$ cat config.mk
export PLATFORM = sky130hd
export DESIGN_NAME = haptic_playback_config_regs
export DESIGN_NICKNAME = d
export VERILOG_FILES = /design/src/amplitude_scaler.v /design/src/haptic_playback_config_regs.v /design/src/interval_timer.v
export VERILOG_INCLUDE_DIRS = /design/src
export SDC_FILE = /design/constraint.sdc
export NUM_CORES = 1
export LEC_CHECK = 0
export ABC_AREA = 1
export BUFFER_PORTS_ARGS = -buffer_cell sky130_fd_sc_hd__buf_4
export CAP_MARGIN = 20
export CELL_PAD_IN_SITES_DETAIL_PLACEMENT = 2
export CELL_PAD_IN_SITES_GLOBAL_PLACEMENT = 2
export CORE_MARGIN = 2
export CORE_UTILIZATION = 31
export DETAILED_ROUTE_END_ITERATION = 10
export PLACE_DENSITY_LB_ADDON = 0.1
export SYNTH_ARGS = -nofsm -noshare
export SYNTH_HDL_FRONTEND = slang
export SYNTH_SLANG_ARGS = --single-unit
$ cat constraint.sdc
create_clock -name clk_sys_in -period 3.65 [get_ports clk_sys_in]
set_clock_uncertainty 0.05 [all_clocks]
set_input_delay 0.365 -clock clk_sys_in [delete_from_list [all_inputs] [get_ports clk_sys_in]]
set_output_delay 0.365 -clock clk_sys_in [all_outputs]
set_load 0.05 [all_outputs]
$ cat src/haptic_defines.vh
`ifndef HAPTIC_DEFINES_VH
`define HAPTIC_DEFINES_VH
// register offsets
`define ADDR_LIBRARY_CONFIG     8'h0d
`define ADDR_REALTIME_AMPLITUDE 8'h0e
`define ADDR_SEQUENCE_SLOT_ONE  8'h0f
// reset values
`define RST_LIBRARY_CONFIG      8'h00
`define RST_REALTIME_AMPLITUDE  8'h7f
`define RST_SEQUENCE_SLOT_ONE   8'h01
// library_config field positions
`define BIT_LIBRARY_LOADED      7
`define BIT_LIBRARY_CHOICE      6
`define BIT_SAMPLE_PERIOD       5
`define MSB_RESERVED            4
`define LSB_RESERVED            2
`define MSB_ATTEN               1
`define LSB_ATTEN               0
// sequence slot fields
`define BIT_SLOT_IS_DELAY       7
// timing at 100 MHz
`define CLK_PERIOD_NS           10
`define STEP_SLOW_MS            5
`define STEP_FAST_MS            1
`define DELAY_UNIT_MS           10
`define STEP_SLOW_CYCLES        ((`STEP_SLOW_MS * 1000000) / `CLK_PERIOD_NS)
`define STEP_FAST_CYCLES        ((`STEP_FAST_MS * 1000000) / `CLK_PERIOD_NS)
`define DELAY_UNIT_CYCLES       ((`DELAY_UNIT_MS * 1000000) / `CLK_PERIOD_NS)
// playback modes
`define MODE_LIBRARY            2'h0
`define MODE_DIRECT             2'h1
`endif

$ cat src/amplitude_scaler.v
`default_nettype none
// scales a signed library sample by the attenuation code
module amplitude_scaler (
    input  wire [7:0] sample_in,   // signed library sample
    input  wire [1:0] atten_in,    // attenuation code
    output reg  [7:0] scaled_out   // scaled sample
);
    wire signed [9:0] s1 = {{2{sample_in[7]}}, sample_in}; // sign extended sample
    reg  signed [9:0] acc;                                   // scaled sum

    // shifts and adds keep this free of a multiplier
    always @* begin
        case (atten_in)
            2'h0:    acc = s1;                       // full strength
            2'h1:    acc = (s1 >>> 1) + (s1 >>> 2);  // three quarters
            2'h2:    acc = s1 >>> 1;                 // half
            default: acc = s1 >>> 2;                 // one quarter
        endcase
        scaled_out = acc[7:0];
    end
endmodule
`default_nettype wire

$ cat src/haptic_playback_config_regs.v
`include "haptic_defines.vh"
`default_nettype none
module haptic_playback_config_regs #(
    parameter DELAY_UNIT = `DELAY_UNIT_CYCLES,  // cycles per 10 ms delay step
    parameter STEP_SLOW  = `STEP_SLOW_CYCLES,   // cycles per 5 ms sample
    parameter STEP_FAST  = `STEP_FAST_CYCLES    // cycles per 1 ms sample
) (
    input  wire       clk_sys_in,          // system clock, 100 MHz
    input  wire       rst_in,              // sync reset, high
    input  wire       ce_in,               // clock enable, freezes all state
    input  wire       wr_en_in,            // register write strobe
    input  wire [7:0] addr_in,             // register address
    input  wire [7:0] wr_data_in,          // write data
    output reg  [7:0] rd_data_out,         // registered read data
    input  wire [1:0] mode_in,             // playback mode selector
    input  wire       start_in,            // start level from control logic
    input  wire       ext_trigger_in,      // external trigger pin, async
    input  wire       library_ready_in,    // library has been chosen/loaded
    input  wire [7:0] library_sample_in,   // signed sample from library
    output wire       library_choice_out,  // 0 closed-loop, 1 open-loop
    output reg        sample_tick_out,     // one pulse per library step
    output reg        slot_fetch_out,      // pulse: fetch effect for slot one
    output wire [6:0] slot_effect_out,     // effect identifier to play
    input  wire       effect_done_in,      // library effect finished
    output reg  [7:0] drive_out,           // signed drive to output stage
    output reg        drive_valid_out,     // drive value is live
    output reg        busy_out             // process running (start bit)
);
    reg  [7:0] library_config_r;     // config register, bit 7 is loaded flag
    reg  [7:0] realtime_amplitude_r; // direct drive entry
    reg  [7:0] sequence_slot_one_r;  // first sequencer slot
    reg  [2:0] trig_sync_r;          // three-stage synchroniser
    reg        trig_level_r;         // agreed trigger level
    reg  [1:0] state_r;              // playback state
    reg  [1:0] state_nxt;            // next playback state
    reg  [31:0] step_count_r;        // sample step counter
    wire [7:0] scaled_sample;        // attenuated library sample
    wire       delay_busy;           // delay timer running
    wire       delay_done;           // delay timer expired
    wire       trig_rise;            // trigger rising edge
    wire       start_req;            // any start request
    wire       stop_req;             // start level cleared
    wire [31:0] step_limit;          // current step length
    wire [31:0] delay_cycles;        // slot delay length

    localparam ST_IDLE   = 2'h0;     // nothing running
    localparam ST_DIRECT = 2'h1;     // direct drive playback
    localparam ST_EFFECT = 2'h2;     // library effect from slot one
    localparam ST_DELAY  = 2'h3;     // slot is a timed wait

    wire [6:0] slot_value = sequence_slot_one_r[6:0];            // slot payload
    wire       slot_delay = sequence_slot_one_r[`BIT_SLOT_IS_DELAY]; // wait flag

    assign library_choice_out = library_config_r[`BIT_LIBRARY_CHOICE];
    assign slot_effect_out    = slot_value;
    // period select picks the step length
    assign step_limit = library_config_r[`BIT_SAMPLE_PERIOD] ?
                        STEP_FAST : STEP_SLOW;
    // 7-bit count times 10 ms
    assign delay_cycles = slot_value * DELAY_UNIT;
    assign trig_rise = trig_sync_r[2] & trig_sync_r[1] & ~trig_level_r;
    // trigger counts the same as a written start
    assign start_req = start_in | trig_rise;
    // clearing the start level ends playback at once, but only while the agreed trigger level is low
    assign stop_req  = ~start_in & ~trig_level_r;

    amplitude_scaler u_scaler (
        .sample_in  (library_sample_in),
        .atten_in   (library_config_r[`MSB_ATTEN:`LSB_ATTEN]),
        .scaled_out (scaled_sample)
    );

    interval_timer #(.WIDTH(32)) u_delay (
        .clk_sys_in (clk_sys_in),
        .rst_in     (rst_in),
        .ce_in      (ce_in),
        .start_in   (state_r != ST_DELAY && state_nxt == ST_DELAY),
        .stop_in    (state_r == ST_DELAY && stop_req),
        .cycles_in  (delay_cycles),
        .busy_out   (delay_busy),
        .done_out   (delay_done)
    );

    // trigger pin synchroniser: stage 0 feeds only stage 1
    always @(posedge clk_sys_in) begin
        if (rst_in) begin
            trig_sync_r  <= 3'h0;
            trig_level_r <= 1'b0;
        end else if (ce_in) begin
            trig_sync_r <= {trig_sync_r[1:0], ext_trigger_in};
            if (trig_sync_r[2] == trig_sync_r[1]) begin
                trig_level_r <= trig_sync_r[2];  // change counts once two agree
            end
        end
    end

    // register writes; loaded flag follows hardware only
    always @(posedge clk_sys_in) begin
        if (rst_in) begin
            library_config_r     <= `RST_LIBRARY_CONFIG;
            realtime_amplitude_r <= `RST_REALTIME_AMPLITUDE;
            sequence_slot_one_r  <= `RST_SEQUENCE_SLOT_ONE;
        end else if (ce_in) begin
            if (library_ready_in) begin
                library_config_r[`BIT_LIBRARY_LOADED] <= 1'b1;
            end
            if (wr_en_in) begin
                case (addr_in)
                    `ADDR_LIBRARY_CONFIG: begin
                        // bit 7 not writable; reserved bits stored as given
                        library_config_r[6:0] <= wr_data_in[6:0];
                    end
                    `ADDR_REALTIME_AMPLITUDE: begin
                        realtime_amplitude_r <= wr_data_in;
                    end
                    `ADDR_SEQUENCE_SLOT_ONE: begin
                        sequence_slot_one_r <= wr_data_in;
                    end
                    default: begin
                        // other addresses belong elsewhere
                    end
                endcase
            end
        end
    end

    // registered read; unmapped addresses read zero
    always @(posedge clk_sys_in) begin
        if (rst_in) begin
            rd_data_out <= 8'h00;
        end else if (ce_in) begin
            case (addr_in)
                `ADDR_LIBRARY_CONFIG:     rd_data_out <= library_config_r;
                `ADDR_REALTIME_AMPLITUDE: rd_data_out <= realtime_amplitude_r;
                `ADDR_SEQUENCE_SLOT_ONE:  rd_data_out <= sequence_slot_one_r;
                default:                  rd_data_out <= 8'h00;
            endcase
        end
    end

    // playback state choice
    always @* begin
        state_nxt = state_r;
        case (state_r)
            ST_IDLE: begin
                if (start_req) begin
                    if (mode_in == `MODE_DIRECT) begin
                        state_nxt = ST_DIRECT;
                    end else if (slot_value == 7'h00) begin
                        state_nxt = ST_IDLE;
                    end else if (slot_delay) begin
                        state_nxt = ST_DELAY;
                    end else begin
                        state_nxt = ST_EFFECT;
                    end
                end
            end
            ST_DIRECT: begin
                if (stop_req || mode_in != `MODE_DIRECT) begin
                    state_nxt = ST_IDLE;
                end
            end
            ST_EFFECT: begin
                if (stop_req || effect_done_in) begin
                    state_nxt = ST_IDLE;
                end
            end
            ST_DELAY: begin
                if (stop_req || delay_done) begin
                    state_nxt = ST_IDLE;
                end
            end
            default: state_nxt = ST_IDLE;
        endcase
    end

    // playback state, step ticks and drive output
    always @(posedge clk_sys_in) begin
        if (rst_in) begin
            state_r         <= ST_IDLE;
            step_count_r    <= 32'h0;
            sample_tick_out <= 1'b0;
            slot_fetch_out  <= 1'b0;
            drive_out       <= 8'h00;
            drive_valid_out <= 1'b0;
            busy_out        <= 1'b0;
        end else if (ce_in) begin
            state_r         <= state_nxt;
            sample_tick_out <= 1'b0;
            slot_fetch_out  <= (state_r == ST_IDLE) && (state_nxt == ST_EFFECT);
            busy_out        <= (state_nxt != ST_IDLE);
            case (state_r)
                ST_DIRECT: begin
                    // signed value passed straight, no attenuation, every cycle
                    drive_out       <= realtime_amplitude_r;
                    drive_valid_out <= (state_nxt == ST_DIRECT);
                end
                ST_EFFECT: begin
                    // library step timing; a long step length costs only a counter
                    if (step_count_r + 32'h1 >= step_limit) begin
                        step_count_r    <= 32'h0;
                        sample_tick_out <= 1'b1;
                        drive_out       <= scaled_sample;
                    end else begin
                        step_count_r <= step_count_r + 32'h1;
                    end
                    drive_valid_out <= (state_nxt == ST_EFFECT);
                end
                default: begin
                    // idle and delay hold the load at zero
                    step_count_r    <= 32'h0;
                    drive_out       <= 8'h00;
                    drive_valid_out <= 1'b0;
                end
            endcase
        end
    end
endmodule
`default_nettype wire

$ cat src/interval_timer.v
`default_nettype none
// counts a number of clock cycles then pulses done
module interval_timer #(
    parameter WIDTH = 32                 // counter width
) (
    input  wire             clk_sys_in,  // system clock
    input  wire             rst_in,      // sync reset, high
    input  wire             ce_in,       // clock enable
    input  wire             start_in,    // load and run
    input  wire             stop_in,     // abandon count
    input  wire [WIDTH-1:0] cycles_in,   // cycles to count, at least 1
    output reg              busy_out,    // counting
    output reg              done_out     // one-cycle pulse at end
);
    reg [WIDTH-1:0] count_r;             // cycles left

    // stop beats start so a cancel is never overridden
    always @(posedge clk_sys_in) begin
        if (rst_in) begin
            count_r  <= {WIDTH{1'b0}};
            busy_out <= 1'b0;
            done_out <= 1'b0;
        end else if (ce_in) begin
            done_out <= 1'b0;
            if (stop_in) begin
                busy_out <= 1'b0;
            end else if (start_in) begin
                count_r  <= cycles_in;
                busy_out <= 1'b1;
            end else if (busy_out) begin
                if (count_r <= {{(WIDTH-1){1'b0}}, 1'b1}) begin
                    busy_out <= 1'b0;
                    done_out <= 1'b1;
                end else begin
                    count_r <= count_r - {{(WIDTH-1){1'b0}}, 1'b1};
                end
            end
        end
    end
endmodule
`default_nettype wire
==> results_dict.tcl, run 1 <==
set metrics [dict create \
    status "complete, but fails checks" \
    violations "negative setup slack" \
    layout.cells.non_filler 1746 \
    finalHoldViolCount 0 \
    final_cell_area_mm2 0.01036 \
    drv_slew 0 \
    crit_chain "inv_2 > fa_1 > inv_2 > ha_4 > inv_2 > fa_1 > inv_2 > fa_1 > ha_4 > a21oi_4 > nand2_2 > a21oi_4 > o21ai_2 > nand2_1 > nand2_2 > xnor2_2 > o21ai_1 > nor2_1 > nor2_1" \
    p_clk_frac 0.419 \
    overflow 0 \
    ys_types 48 \
    setup_slack_ps -135.8 \
    cts_hold_buf 0 \
    grt_max_degree 66 \
    clock_path_buffers 2 \
    synth_common_cells "303 x nand2_1, 181 x nor2_1, 135 x inv_1, 116 x dfxtp_1, 82 x a21oi_1" \
    critPathCaptureType "flop" \
    ir_drop_v 0.0002637 \
    core_area_mm2 0.02755 \
    dp_cells 1713 \
    insertedDiodeCount 0 \
    worstPathRequired_ps 3970 \
    swShare 0.3467 \
    fin_crit_sh 1.037 \
    synth_fp_nets 1404 \
    portBuffers 61 \
    area_growth_pct 20.29 \
    post-route-min-period_ps 3786 \
    drive_gt1_frac 0.1499 \
    via_count 8728 \
    crit_path_top_delay_cell "fa_1" \
    crit_family "adder cells" \
    hp-class "input port to flop" \
    fmax_mhz 264.1 \
    seq_power_share 0.320 \
    fp.dieH_um 170.7 \
    crit_arrival_ps 4100 \
    p_leak_nw 4.667 \
    place_area_mm2 0.009637 \
    maxSlewHeadroom 0.3490 \
    hpwlAfterDp_mm 23.21 \
    critPathBufInv 4 \
    fill_cells 3365 \
    crit_path_start_kind "flop" \
    maxCapViolCount 0 \
    cts_buffers 17 \
    start_util 0.3125 \
    drc_errors 0 \
    dr.pass1.iters 4 \
    row_count 61 \
    grt_pass1_vias 9504 \
    path_class "flop to flop" \
    path_clk_slew_ps 60 \
    drtAntennaViolNets 0 \
    async_flop_share 0 \
    wl_met2_mm 16.45 \
    p_per_area_mw_per_mm2 417.8 \
    seq_area_frac_synth 0.2697 \
    dieArea_mm2 0.02912 \
    synth.largest_area_cell "dfxtp_1" \
    syn_area_per_cell_um2 6.700 \
    critPathMaxStageDelay_ps 560 \
    multi_input_area_mm2 0.005673 \
    top_layer_used "met4" \
    netlist_top_cells_area "dfxtp_1 27%, nand2_1 13%, ha_1 10%" \
    internal-power_mw 2.827 \
    synth_area_mm2 0.008610 \
    synth_edf_count 0 \
    grt_util_all_layers 0.2181 \
    fin_nets 1474 \
    regArea_mm2 0.002335 \
    path_max_fanout 4 \
    p_comb_frac 0.261 \
    cts_tree "built" \
    dp_slack_ps -162.4 \
    vias_per_cell 4.999 \
    final_util 0.3759 \
    die_w_um 170.7 \
    ys_ff_latch 116 \
    max_slew.worst_pin.slew_ps 975.4 \
    drtIter0Drc 316 \
    rsz0062_at_grt "yes" \
    htree_levels 4 \
    synth.most_common_cell "nand2_1" \
    clkLatencyLatePin_ps 430 \
    cts.sinks 116 \
    synthFlopType "dfxtp_1" \
    place.gp.congestion 0.7880 \
    syn_inst 1285 \
    antenna_found_initial 0 \
    drt-met1-wl_mm 13.34 \
    synth_top_area_frac 0.2697 \
    power.switching_mw 1.500 \
    synth_warnings 0 \
    grt_pass1_wl_mm 49.87 \
    ios 62 \
    root_buffer "clkbuf_16" \
    crit_top_cell "inv_2" \
    wl_per_cell_um 17.61 \
    wirelength_mm 30.75 \
    wl_met3_um 617 \
    setup_viol 5 \
]
-- what timing repair did --
| action | in CTS | in global routing |
|---|---|---|
| endpoints found under the hold margin | 0 | 0 |
| pin swaps | 15 | 12 |
| setup endpoints to repair | 7 | 9 |
| setup buffers | 3 | 1 |
| resized for setup | 17 | 12 |
-- worst register-to-register path: stages (launching register included) --
cell,delay (ps)
dfxtp_4,340
inv_2,40
fa_1,560
inv_2,60
ha_4,260
inv_2,30
fa_1,500
inv_2,40
fa_1,530
ha_4,230
a21oi_4,160
nand2_2,90
a21oi_4,170
o21ai_2,80
nand2_1,110
nand2_2,60
xnor2_2,130
o21ai_1,130
nor2_1,50
nor2_1,100
-- power groups by stage --
stage                     Sequential, mW  Combinational [mW]  Clock (mW)
after floorplan                     1.40               0.795           0
final                               1.38                1.13        1.82
after detailed placement            1.41                1.14           0
after global placement              1.41                1.12           0
after CTS                           1.38                1.15        1.87
after global routing                1.39                1.29        1.91
-- registers in the layout, indices dropped and copies added (netlist names) --
| register | flops |
|---|---|
| step_count_r | 32 |
| u_delay.count_r | 32 |
| drive_out | 8 |
| library_config_r | 8 |
| rd_data_out | 8 |
| realtime_amplitude_r | 8 |
| sequence_slot_one_r | 8 |
| trig_sync_r | 3 |
| state_r | 2 |
| busy_out | 1 |
| drive_valid_out | 1 |
| sample_tick_out | 1 |
| slot_fetch_out | 1 |
| trig_level_r | 1 |
| u_delay.busy_out | 1 |
| u_delay.done_out | 1 |
-- metal layers --
metal  track usage  vias up
li1              -     4321
met1        0.2561     4315
met2        0.4182       70
met3       0.03077       22
met4       0.04385        0
met5             0        -
-- logic make-up (layout without fill, tap and decap cells) --
| group | Yosys count | count (layout) | synth area share |
|---|---|---|---|
| adder cells (fa/ha/maj) | 85 | 85 | 0.1349 |
| AO/OA/AOI/OAI | 215 | 215 | 0.1436 |
| AND/OR/NAND/NOR | 631 | 631 | 0.3111 |
| XOR/XNOR | 53 | 53 | 0.05392 |
| flip-flops | 116 | 116 | 0.2697 |
| buffers and inverters | 185 | 268 | 0.08676 |
-- cells in the final DEF, fill, tap and decap left out, types with 33 or more instances in the layout --
cell type,count
buf_4,94
inv_1,130
a21oi_1,79
nor2_1,179
nand2_1,299
xor2_1,33
nand3_1,65
ha_1,68
dfxtp_1,112
o21ai_0,74
-- cell type report --
type	instances	share of cell area
multi-input combinational	984	0.5478
sequential	116	0.2254
tap	378	0.04567
clock inverter	14	0.01704
inverter	141	0.05159
timing repair buffer	95	0.07007
clock buffer	18	0.04241
-- stage by stage --
step | power, mW | hold WS (ps) | setup TNS [ps]
after floorplan | 2.200 | 380.0 | -6.896
after global placement | 2.526 | 400.0 | -289.0
after detailed placement | 2.553 | 403.8 | -624.1
after CTS | 4.404 | 114.3 | -706.7
after global routing | 4.593 | 128.4 | -1470
final | 4.327 | 130.8 | -425.7
-- path summary, 6_finish.rpt --
check | from | to | slack, ps | depth (start not counted)
setup / recovery | sequence_slot_one_r[1]$_SDFFE_PP0P_ | u_delay.count_r[23]$_SDFFE_PP0P_ | -140 | 19
hold / removal | ext_trigger_in | trig_sync_r[0]$_SDFFE_PP0P_ | 130 | 3
setup reg to reg | sequence_slot_one_r[1]$_SDFFE_PP0P_ | u_delay.count_r[23]$_SDFFE_PP0P_ | -140 | 19
hold reg to reg | library_config_r[4]$_SDFFE_PP0P_ | library_config_r[4]$_SDFFE_PP0P_ | 410 | 2
Power figures use the tool's default switching activity.
==> run 2: changes to the inputs <==
Settings changed: CORE_MARGIN 2 to 10.
==> results_dict.tcl, run 2 (synthesis results as in run 1) <==
set metrics [dict create \
    status "complete, but fails checks" \
    violations "negative setup slack" \
    worstPathRequired_ps 3920 \
    drive_gt1_frac 0.1478 \
    fmax_mhz 260.9 \
    portBuffers 61 \
    r2r_slack_ps -180 \
    grt_pass1_wl_mm 52.65 \
    post-route-min-period_ps 3833 \
    dr.pass1.iters 5 \
    insertedDiodeCount 0 \
    hp-class "input port to flop" \
    place_area_mm2 0.009607 \
    p_leak_nw 4.675 \
    maxCapViolCount 0 \
    htree_levels 4 \
    r2r_end "u_delay.count_r[23]$_SDFFE_PP0P_" \
    grt_max_degree 66 \
    hold-path-cell-count 3 \
    row_count 60 \
    clkLatencyLatePin_ps 430 \
    drtAntennaViolNets 0 \
    layout_common_cells "300 x nand2_1, 178 x nor2_1, 131 x inv_1" \
    path_max_fanout 4 \
    hpwlAfterDp_mm 24.70 \
    via_count 8726 \
    drc_errors 0 \
    wirelength_mm 32.21 \
    fin_crit_sh 1.050 \
    min_from "ext_trigger_in" \
    biggestRegsByFlops "step_count_r: 32 flops, u_delay.count_r: 32 flops" \
    total_power_mw 4.335 \
    final_cell_area_mm2 0.01036 \
    area_growth_pct 20.29 \
    dp_slack_ps -228.4 \
    drv_slew 0 \
    setup_viol 7 \
    dieArea_mm2 0.03484 \
    cts.sinks 116 \
    crit_path_start_kind "flop" \
    rsz0062_at_grt "yes" \
    ir_drop_v 0.0002042 \
    overflow 0 \
    place.gp.congestion 0.8323 \
    antenna_found_initial 0 \
    fin_nets 1473 \
    clock_path_buffers 2 \
    wl_per_cell_um 18.52 \
    vias_per_cell 5.018 \
    core_area_mm2 0.02718 \
    maxSlewHeadroom 0.4013 \
    min_to "trig_sync_r[0]$_SDFFE_PP0P_" \
    critPathCaptureType "flop" \
    max_slew.worst_pin.slew_ps 898.0 \
    root_buffer "clkbuf_16" \
    mostFrequentLayoutCell "nand2_1" \
    crit_arrival_ps 4100 \
    fin_tns_setup_ps -669.7 \
    fp.dieH_um 186.7 \
    path_clk_slew_ps 60 \
    drtIter0Drc 372 \
    cts_tree "built" \
    regToRegStartpoint "sequence_slot_one_r[2]$_SDFFE_PP0P_" \
    path_class "flop to flop" \
    setup_slack_ps -182.8 \
    ios 62 \
    p_per_area_mw_per_mm2 418.6 \
    grt_pass1_vias 9588 \
    die_w_um 186.7 \
    cts_buffers 17 \
    finalHoldViolCount 0 \
    worst-r2r-cell-count 19 \
    start_util 0.3168 \
    grt_util_all_layers 0.1848 \
]
run 2: cell types whose count changed in the layout (fill, tap and decap cells not counted), sizes merged:
cell,delta
clkbuf,+7
clkinv,-3
buf,-1
inv,-3
bufinv,-1
run 2: area by class of cell:
type,instances,area (um^2)
Clock inverter,7,90.09
Sequential cell,116,2335
Fill cell,3266,16820
Multi-Input combinational cell,984,5670
Clock buffer,25,536.8
Tap cell,372,465.4
Timing Repair Buffer,94,721.9
Inverter,141,536.8
run 2: worst max path at each step:
stage                                              startpoint                               end  slack (ps)
final                     sequence_slot_one_r[2]$_SDFFE_PP0P_  u_delay.count_r[23]$_SDFFE_PP0P_        -180
after global routing      sequence_slot_one_r[2]$_SDFFE_PP0P_  u_delay.count_r[23]$_SDFFE_PP0P_        -370
after CTS                 sequence_slot_one_r[2]$_SDFFE_PP0P_  u_delay.count_r[25]$_SDFFE_PP0P_        -180
after detailed placement  sequence_slot_one_r[2]$_SDFFE_PP0P_  u_delay.count_r[25]$_SDFFE_PP0P_        -230
after global placement    sequence_slot_one_r[2]$_SDFFE_PP0P_  u_delay.count_r[23]$_SDFFE_PP0P_         -90
after floorplan           sequence_slot_one_r[2]$_SDFFE_PP0P_  u_delay.count_r[25]$_SDFFE_PP0P_          -7
run 2: worst max-delay path, cell delays in order, from the launching register on:
cell and delay (ps):
dfxtp_4 360, inv_4 40, fa_1 560, inv_2 60
ha_4 260, inv_2 30, fa_1 470, inv_1 50
fa_1 520, ha_4 230, a21oi_4 140, nand2_2 100
a21oi_4 170, o21ai_2 80, nand2_1 90, nand2_1 80
xnor2_1 170, o21ai_1 80, nor2_1 150, nor2_1 50
run 2: through the flow:
stage	cells	util	hold WS [ps]
final	1739	0.3811	121.7
after detailed placement	1704	0.3535	404.9
after global placement	1704	0.3535	394.5
after floorplan	1285	-	380.0
after CTS	1737	0.3779	120.1
after global routing	1739	0.3811	129.3
run 2: per-layer routing:
metal  track usage  part of all wire
met1        0.2241              0.46
met3       0.02682             0.016
met4       0.03722            0.0085
met5             0                 0
met2        0.3374              0.52
run 2: report_power, final:
group          leakage (nW)  total (mW)  internal [mW]  switching (mW)
logic                  3.43        1.14          0.405           0.734
registers             0.942        1.38           1.32          0.0642
clock network         0.306        1.81           1.15           0.661
total                  4.68        4.34           2.88            1.46
run 2: timing repair:
action	in CTS	in global routing
gates resized for setup	8	20
hold buffers	0	0
buffers inserted	1	2
setup endpoints to repair	5	10
pin swaps	6	17
